===== src/src_pkg.sv =====
package src_pkg;
   // Clock and timing figures
   localparam int CLK_PERIOD_NS = 4;
   localparam int FILT_MIN_NS = 1500;
   localparam int FILT_MAX_NS = 5000;
   // Least filter time rounds up to whole cycles
   localparam int FILT_CYC = (FILT_MIN_NS + CLK_PERIOD_NS - 1) / CLK_PERIOD_NS;
   localparam int FILT_W = 9;
   // Longest input blanking time rounds down
   localparam int BLANK_NS = 1000;
   localparam int BLANK_CYC = BLANK_NS / CLK_PERIOD_NS;
   localparam int BLANK_W = 8;
   // Release stretch in serial clock periods
   localparam int DLY_SCLK = 128;
   localparam int DLY_W = 8;

   // Monitored fault inputs
   localparam int NFLT = 6;
   localparam int FI_V5 = 0;
   localparam int FI_V33 = 1;
   localparam int FI_CORE = 2;
   localparam int FI_BATT = 3;
   localparam int FI_TSD = 4;
   localparam int FI_TSDC = 5;
   // Synchroniser lanes: faults, reset line, serial clock
   localparam int SYNC_W = 8;
   localparam int SY_RST = 6;
   localparam int SY_SCLK = 7;
   localparam logic [SYNC_W-1:0] SYNC_RST = 8'h40;

   // Fault flags of the status report word
   localparam int NFLAG = 7;
   localparam int FL_EXT = 0;
   localparam int FL_FLT = 1;
   localparam int STS_LINE = 8;
   localparam int STS_THERM = 9;

   // Register byte addresses
   localparam int AW = 4;
   localparam logic [AW-1:0] ADDR_STATUS = 4'h0;
   localparam logic [AW-1:0] ADDR_IRQ_STAT = 4'h4;
   localparam logic [AW-1:0] ADDR_IRQ_MASK = 4'h8;
   localparam logic [AW-1:0] ADDR_CTRL = 4'hC;
   localparam int CTRL_SWRST = 0;
   localparam int NIRQ = 3;
   localparam int IRQ_ASSERT = 0;
   localparam int IRQ_RELEASE = 1;
   localparam int IRQ_EXT = 2;

   // Bridge leg drive codes
   localparam logic [1:0] LEG_LS_ON = 2'h0;
   localparam logic [1:0] LEG_HS_ON = 2'h1;
   localparam logic [1:0] LEG_OFF = 2'h2;
   localparam logic [1:0] LEG_FREE = 2'h3;

   typedef enum logic [1:0] {ST_RUN, ST_HOLD, ST_DELAY, ST_BLANK} src_state_t;
endpackage


===== src/src_mon_if.sv =====
`timescale 1ns/100ps
interface src_mon_if;
   import src_pkg::*;
   logic [NFLT-1:0] fault_s;
   logic rst_n_s;
   logic sclk_s;
   logic [NFLT-1:0] fault_f;
   modport sync_mp (output fault_s, output rst_n_s, output sclk_s);
   modport filt_mp (input fault_s, output fault_f);
   modport core_mp (input fault_s, input rst_n_s, input sclk_s, input fault_f);
endinterface


===== src/src_sync.sv =====
`timescale 1ns/100ps
module src_sync (
   input wire logic clk_i,
   input wire logic srst_i,
   input wire logic ce_i,
   input wire logic [src_pkg::SYNC_W-1:0] async_i,
   src_mon_if.sync_mp mon
);
   import src_pkg::*;
   typedef struct packed {
      logic [SYNC_W-1:0] s1;
      logic [SYNC_W-1:0] s2;
   } src_sync_t;
   src_sync_t r;
   src_sync_t r_nxt;

   // Two stages; only the second one is ever looked at
   always_comb begin
      r_nxt = r;
      r_nxt.s1 = async_i;
      r_nxt.s2 = r.s1;
   end

   always_ff @(posedge clk_i) begin
      if (srst_i) begin
         r <= '{s1: SYNC_RST, s2: SYNC_RST};
      end else if (ce_i) begin
         r <= r_nxt;
      end
   end

   assign mon.fault_s = r.s2[NFLT-1:0];
   assign mon.rst_n_s = r.s2[SY_RST];
   assign mon.sclk_s = r.s2[SY_SCLK];
endmodule // src_sync


===== src/src_filter.sv =====
`timescale 1ns/100ps
module src_filter (
   input wire logic clk_i,
   input wire logic srst_i,
   input wire logic ce_i,
   src_mon_if.filt_mp mon
);
   import src_pkg::*;
   typedef struct packed {
      logic [NFLT-1:0][FILT_W-1:0] cnt;
      logic [NFLT-1:0] filt;
   } src_filt_t;
   src_filt_t r;
   src_filt_t r_nxt;

   // Persistence counters; a dropout restarts the count
   always_comb begin
      r_nxt = r;
      for (int i = 0; i < NFLT; i++) begin
         if (!mon.fault_s[i]) begin
            r_nxt.cnt[i] = '0;
            r_nxt.filt[i] = 1'b0;
         end else if (r.cnt[i] == FILT_W'(FILT_CYC - 1)) begin
            r_nxt.filt[i] = 1'b1;
         end else begin
            r_nxt.cnt[i] = r.cnt[i] + FILT_W'(1);
         end
      end
   end

   always_ff @(posedge clk_i) begin
      if (srst_i) begin
         r <= '0;
      end else if (ce_i) begin
         r <= r_nxt;
      end
   end

   assign mon.fault_f = r.filt;
endmodule // src_filter


===== src/src_top.sv =====
// Decided for this implementation: the placing of the registers and the address-and-strobe port.
`timescale 1ns/100ps
module src_top (
   input wire logic clk_i,
   input wire logic srst_i,
   input wire logic ce_i,
   input wire logic [src_pkg::NFLT-1:0] fault_i,
   input wire logic sclk_i,
   input wire logic rst_n_i,
   output logic rst_n_o,
   output logic rst_n_oe_o,
   input wire logic [src_pkg::AW-1:0] addr_i,
   input wire logic [31:0] wdata_i,
   input wire logic wr_i,
   input wire logic rd_i,
   output logic [31:0] rdata_o,
   output logic irq_o,
   output logic [src_pkg::NFLAG-1:0] status_report_word_o,
   output logic [1:0] dc_bridge_leg_a_o,
   output logic [1:0] dc_bridge_leg_b_o,
   output logic step_motor_outputs_off_o,
   output logic miso_hiz_o,
   output logic reg5_en_o,
   output logic reg33_en_o,
   output logic core_supply_en_o,
   output logic circuit_disable_o,
   output logic data_reg_reset_o
);
   import src_pkg::*;

   typedef struct packed {
      src_state_t st;
      logic [DLY_W-1:0] dly;
      logic [BLANK_W-1:0] blk;
      logic sclk_d;
      logic [NFLAG-1:0] flags;
      logic [NIRQ-1:0] ist;
      logic [NIRQ-1:0] imask;
      logic swreq;
      logic [31:0] rdata;
      logic drv;
      logic oe;
      logic irq;
      logic [1:0] leg;
      logic step_off;
      logic miso_hiz;
      logic en5;
      logic en33;
      logic encore;
      logic cdis;
      logic drst;
   } src_top_t;

   // Power-on: line held low, a full release count follows
   localparam src_top_t TOP_RST = '{st: ST_HOLD, oe: 1'b1, step_off: 1'b1, miso_hiz: 1'b1,
      en5: 1'b1, en33: 1'b1, encore: 1'b1, drst: 1'b1, leg: LEG_LS_ON, default: '0};

   src_top_t r;
   src_top_t r_nxt;

   src_mon_if mon ();

   // Every pin-side input goes through the synchroniser
   src_sync u_sync (
      .clk_i (clk_i),
      .srst_i (srst_i),
      .ce_i (ce_i),
      .async_i ({sclk_i, rst_n_i, fault_i}),
      .mon (mon.sync_mp)
   );

   src_filter u_filter (
      .clk_i (clk_i),
      .srst_i (srst_i),
      .ce_i (ce_i),
      .mon (mon.filt_mp)
   );

   // Cause flags for one reset start
   function automatic logic [NFLAG-1:0] cause(input logic [NFLT-1:0] flt, input logic external_reset_flag);
      cause = {flt, external_reset_flag};
   endfunction

   // Register read mux
   function automatic logic [31:0] rd_mux(input logic [AW-1:0] a, input src_top_t s);
      rd_mux = '0;
      case (a)
         ADDR_STATUS: begin
            rd_mux[NFLAG-1:0] = s.flags;
            rd_mux[STS_LINE] = s.oe;
            rd_mux[STS_THERM] = s.cdis;
         end
         ADDR_IRQ_STAT: rd_mux[NIRQ-1:0] = s.ist;
         ADDR_IRQ_MASK: rd_mux[NIRQ-1:0] = s.imask;
         ADDR_CTRL: rd_mux[CTRL_SWRST] = s.swreq;
         default: rd_mux = '0;
      endcase
   endfunction

   logic sclk_rise;
   logic any_flt;
   logic therm;
   logic ext_det;
   logic int_req;
   logic [NIRQ-1:0] ev;

   // Event decode from synchronised inputs
   always_comb begin
      sclk_rise = mon.sclk_s && !r.sclk_d;
      any_flt = |mon.fault_f;
      therm = mon.fault_f[FI_TSD] || mon.fault_f[FI_TSDC];
      int_req = any_flt || r.swreq;
      // Line low while we are not pulling and not blanked
      ext_det = (r.st == ST_RUN) && !mon.rst_n_s;
   end

   // Supervisor sequence and register file
   always_comb begin
      r_nxt = r;
      ev = '0;
      r_nxt.sclk_d = mon.sclk_s;
      case (r.st)
         ST_RUN: begin
            if (ext_det) begin
               // Outside reset: old causes wiped, external cause recorded
               r_nxt.st = ST_HOLD;
               r_nxt.flags = cause(mon.fault_f, 1'b1);
               ev[IRQ_EXT] = 1'b1;
               ev[IRQ_ASSERT] = 1'b1;
            end else if (int_req) begin
               r_nxt.st = ST_HOLD;
               r_nxt.flags = r.flags | cause(mon.fault_f, 1'b0);
               ev[IRQ_ASSERT] = 1'b1;
            end
         end
         ST_HOLD: begin
            // Thermal faults sit here too; cooling starts a full count
            if (!int_req) begin
               r_nxt.st = ST_DELAY;
               r_nxt.dly = '0;
            end
         end
         ST_DELAY: begin
            if (any_flt) begin
               r_nxt.st = ST_HOLD;
               r_nxt.dly = '0;
            end else if (sclk_rise) begin
               if (r.dly == DLY_W'(DLY_SCLK - 1)) begin
                  r_nxt.st = ST_BLANK;
                  r_nxt.blk = '0;
                  ev[IRQ_RELEASE] = 1'b1;
               end else begin
                  r_nxt.dly = r.dly + DLY_W'(1);
               end
            end
         end
         ST_BLANK: begin
            // Slow pull-up: the line input is not trusted yet
            if (any_flt) begin
               r_nxt.st = ST_HOLD;
               r_nxt.flags = r.flags | cause(mon.fault_f, 1'b0);
               ev[IRQ_ASSERT] = 1'b1;
            end else if (r.blk == BLANK_W'(BLANK_CYC - 1)) begin
               r_nxt.st = ST_RUN;
            end else begin
               r_nxt.blk = r.blk + BLANK_W'(1);
            end
         end
         default: begin
            r_nxt.st = ST_HOLD;
         end
      endcase

      // Open drain: the pad only ever pulls low
      r_nxt.drv = 1'b0;
      r_nxt.oe = (r_nxt.st == ST_HOLD) || (r_nxt.st == ST_DELAY);
      r_nxt.drst = r_nxt.oe;
      r_nxt.cdis = therm;

      // Shutdown schedule by condition
      if (mon.fault_f[FI_TSDC]) begin
         r_nxt.leg = LEG_OFF;
         r_nxt.step_off = 1'b1;
         r_nxt.en5 = 1'b0;
         r_nxt.en33 = 1'b0;
         r_nxt.encore = 1'b0;
         r_nxt.miso_hiz = 1'b0;
      end else if (mon.fault_f[FI_TSD]) begin
         r_nxt.leg = LEG_OFF;
         r_nxt.step_off = 1'b1;
         r_nxt.en5 = 1'b0;
         r_nxt.en33 = 1'b0;
         r_nxt.encore = 1'b1;
         r_nxt.miso_hiz = 1'b0;
      end else begin
         // Regulators back on as soon as the die has cooled
         r_nxt.en5 = 1'b1;
         r_nxt.en33 = 1'b1;
         r_nxt.encore = 1'b1;
         r_nxt.leg = r_nxt.oe ? LEG_LS_ON : LEG_FREE;
         r_nxt.step_off = r_nxt.oe;
         r_nxt.miso_hiz = r_nxt.oe;
      end

      // Register writes; set beats a clear in the same cycle
      if (wr_i && addr_i == ADDR_IRQ_STAT) begin
         r_nxt.ist = r.ist & ~wdata_i[NIRQ-1:0];
      end
      r_nxt.ist = r_nxt.ist | ev;
      if (wr_i && addr_i == ADDR_IRQ_MASK) begin
         r_nxt.imask = wdata_i[NIRQ-1:0];
      end
      if (wr_i && addr_i == ADDR_CTRL) begin
         r_nxt.swreq = wdata_i[CTRL_SWRST];
      end
      // Software reset request falls back to 0 while reset is out; IRQ status and mask keep their values
      if (r_nxt.oe) begin
         r_nxt.swreq = 1'b0;
      end
      r_nxt.rdata = rd_i ? rd_mux(addr_i, r) : '0;
      r_nxt.irq = |(r_nxt.ist & r_nxt.imask);
   end

   always_ff @(posedge clk_i) begin
      if (srst_i) begin
         r <= TOP_RST;
      end else if (ce_i) begin
         r <= r_nxt;
      end
   end

   // All outputs straight from the state register
   assign rst_n_o = r.drv;
   assign rst_n_oe_o = r.oe;
   assign rdata_o = r.rdata;
   assign irq_o = r.irq;
   assign status_report_word_o = r.flags;
   assign dc_bridge_leg_a_o = r.leg;
   assign dc_bridge_leg_b_o = r.leg;
   assign step_motor_outputs_off_o = r.step_off;
   assign miso_hiz_o = r.miso_hiz;
   assign reg5_en_o = r.en5;
   assign reg33_en_o = r.en33;
   assign core_supply_en_o = r.encore;
   assign circuit_disable_o = r.cdis;
   assign data_reg_reset_o = r.drst;
endmodule // src_top


===== config.mk =====
export PLATFORM = sky130hd
export DESIGN_NAME = src_top
export DESIGN_NICKNAME = d
export VERILOG_FILES = /design/src/src_pkg.sv /design/src/src_mon_if.sv /design/src/src_sync.sv /design/src/src_filter.sv /design/src/src_top.sv
export SDC_FILE = /design/constraint.sdc
export NUM_CORES = 1
export LEC_CHECK = 0
export ABC_CLOCK_PERIOD_IN_PS = 2700
export BUFFER_PORTS_ARGS = -buffer_cell sky130_fd_sc_hd__buf_4
export CORE_AREA = 5 5 126 140
export CTS_BUF_LIST = sky130_fd_sc_hd__clkbuf_16
export CTS_CLUSTER_DIAMETER = 80
export DETAILED_ROUTE_END_ITERATION = 8
export DIE_AREA = 0 0 131 145
export MAX_ROUTING_LAYER = met4
export PLACE_DENSITY_LB_ADDON = 0.08
export SYNTH_ARGS = -nofsm -noshare
export SYNTH_HDL_FRONTEND = slang
export SYNTH_SLANG_ARGS = --single-unit
export TNS_END_PERCENT = 10

===== constraint.sdc =====
create_clock -name clk_i -period 2.7 [get_ports clk_i]
set_input_delay 0.27 -clock clk_i [delete_from_list [all_inputs] [get_ports clk_i]]
set_output_delay 0.27 -clock clk_i [all_outputs]
set_load 0.02 [all_outputs]

==> impl_metrics.yaml <==
setup_path:
  critPathRequiredTime_ns: 2.99
  slowest_delay_ns: 0.48
  reg2reg_depth: 6
  criticalPathCategory: "reg -> reg"
  worstReg2RegStart: "r[76]"
  r2r_slack_ns: 0.40
  cp.arrival_ns: 2.59
  critPathSlowestCell: "o41ai_2"
  path_max_fanout: 9
  crit_start: "r[76]"
  crit_path_start_kind: "register"
  path_cells: "inv_1, ha_1, o41ai_2, nand2_1, xnor2_1, a221o_2"
  cp-end-kind: "register"
sta:
  rsz0062_at_grt: "no"
  finalSetupTns_ns: 0
  slew_headroom_pct: 52.9
  clock.fmax_mhz: 435
  fin_skew_ns: 0.00667
  fin_crit_sh_pct: 85.1
  hold_violations: 0
  setup_viol: 0
  min_period_ns: 2.30
  slew_viol_final: 0
  tightest_slew_ns: 0.704
outcome:
  outcome: "finished, final reports clean"
hold_path:
  hold_path_depth: 3
  min_path_type: "in -> reg"
  min_from: "fault_i[1]"
job:
  maxCapViolations: 0
drt:
  drt_first_pass_iters: 5
  drc: 0
  initialDrtViolationCount: 250
  ant_nets: 0
  num_vias: 4983
  via_per_inst: 5.13
  wire_per_inst_um: 13.9
  finalWirelength_mm: 13.5
power:
  max-vdd-ir-drop_mv: 0.441
  leakage_nw: 2.79
  p_per_area_nw_per_um2: 613
  total_power_w: 0.00437
logic_synthesis:
  ys_warn_count: 0
  synth_edf_count: 0
  syn_area_sq_um: 6280
  yosys_most_used_dff: "dfxtp_1"
  avgSynthCellArea_sq_um: 8.62
  seq_area_frac_synth_pct: 40.5
  synth_cells: 729
  synth.distinct_cells: 61
  synth-seq-cells: 127
  synthArstFlopShare_pct: 0
floorplanning:
  start_util_pct: 39.1
  die_w_um: 131
  rows: 49
  die_h_um: 145
  core-area_sq_um: 16100
  die_area_sq_um: 19000
  ios: 102
place:
  dpl.hpwl_mm: 9.46
  port_buffers: 48
  post-place-cells: 939
  gp_congestion: 0.795
cts:
  cts_made_buffers: 17
  cts_buffer_depth: 2
  h-tree-depth: 4
  cts_root_buffer: "clkbuf_16"
  cts-hold-fix-buffers: 0
  cts.clk_slew.worst_paths_ns: 0.06
  cts_resized: 0
  cts_tree: "yes"
  clock-sinks: 127
  post_cts_buffers: 0
  clock_latency_ns: 0.41
final_layout:
  syn2layout_area_growth_pct: 13.4
  nFillCells: 1594
  final-instance-count-excl-fill: 971
  n_antenna_cell: 0
  finish.net_count: 823
  drive_above_1_share_pct: 13.0
global_route:
  grt_pass1_wl_mm: 23.2
  grt_max_degree: 66
  grt_antenna_before_repair: 0
  grt_pass1_vias: 4788
  grt_usage_pct: 15.2
  grt_overflow: 0
-- layout make-up --
cell class	instances	area (sq um)	share of cell area (%)
clock buffer	17	425	5.97
clock inverter	15	97.6	1.37
inverter	16	60.1	0.843
multi-input combinational	535	3300	46.4
sequential	127	2540	35.7
tap	204	255	3.58
timing repair buffer	57	440	6.18
-- layer usage --
metal | vias to the layer above | track usage (%) | wire length [um]
li1 | 2554 | - | -
met1 | 2319 | 19.9 | 6570
met2 | 93 | 23.0 | 6130
met3 | 17 | 3.53 | 622
met4 | 0 | 5.35 | 207
met5 | - | - | 0
-- stage by stage --
stage	hold slack, ns	area [sq um]	utilization [%]	worst slack (ns)
6_report	0.0939	7130	44.4	0.402
5_1_grt	0.0878	7130	44.4	0.221
4_1_cts	0.0651	7130	44.4	0.371
3_5_place_dp	0.463	6600	41.1	0.394
3_3_place_gp	0.463	6600	41.1	0.450
2_1_floorplan	0.398	6370	-	0.654
-- flip-flops by register name (all words and copies together) (netlist names), 2 cells and up --
signal and cells:
u_sync.r 8, rdata_o 9, r 26, u_sync.mon.fault_s 6, status_report_word_o 7, dc_bridge_leg_a_o 2
u_filter.mon.fault_f 6, u_filter.r 54
-- final timing paths --
path / to
setup / recovery: miso_hiz_o
hold / removal: u_sync.r[9]
setup reg to reg: miso_hiz_o
hold reg to reg: r[74]
-- Yosys cell counts, drive strengths merged, types with 3 or more instances --
cell type	number	share of area, %
o211ai	3	0.36
inv	16	0.96
nor3	11	1.1
nor4bb	4	0.64
clkbuf	19	1.1
xor2	25	3.5
and2	3	0.34
ha	20	4.0
and3	17	1.7
o21ai	48	3.9
a31oi	4	0.40
and4	4	0.56
or3	8	0.80
xnor2	11	1.5
nand3	26	2.1
mux2i	24	3.8
nor2	109	6.5
nand4	10	1.2
nor2b	4	0.40
buf	55	6.2
a22oi	26	3.1
a211oi	12	1.4
nand2b	6	0.60
nor4b	3	0.42
nand2	52	3.1
nand3b	5	0.60
a21o	6	0.72
a21oi	38	3.0
dfxtp	127	40
nor3b	5	0.60
a41oi	3	0.42
-- kinds of logic after synthesis --
group	Yosys count	synth area share, %
AOI/OAI and AO/OA	157	16.2
xor gates and xnor gates	36	5.02
adders and majority gates	20	3.98
buffers and inverters	90	8.31
DFF	127	40.5
muxes	27	4.60
other	1	0.0597
and+or+nand+nor	271	21.4
-- where the power goes --
group	leakage (nW)	internal (W)	switching [W]	total, W
registers	1.03	0.00191	0.0000391	0.00195
logic	1.50	0.000152	0.000247	0.000399
clock network	0.257	0.00116	0.000852	0.00201
-- placed cells by master, fill, tap and decap left out, drive strengths merged, types with 3 or more instances in the layout --
master / instances
nor2b: 4
mux2i: 24
inv: 19
ha: 20
a21o: 6
and3: 17
nand4: 10
nor2: 109
nor4bb: 4
nand2: 52
clkinv: 10
a31oi: 4
nand3: 26
dfxtp: 127
nor3: 11
nor4b: 3
o21ai: 48
and4: 4
nor3b: 5
or3: 8
and2: 3
a41oi: 3
a211oi: 12
a22oi: 26
nand2b: 6
buf: 57
xnor2: 11
xor2: 25
nand3b: 5
clkbuf: 17
a21oi: 38
o211ai: 3
conb: 24
-- worst max-delay path, delay by kind of cell, from the launching register on --
kind	cells	cell delay, ns
buffers and inverters	1	0.14
xor gates and xnor gates	1	0.21
AOI/OAI and AO/OA	2	0.86
DFF	1	0.46
and+or+nand+nor	1	0.19
adders and majority gates	1	0.31
(Power assumes the default switching activity.)
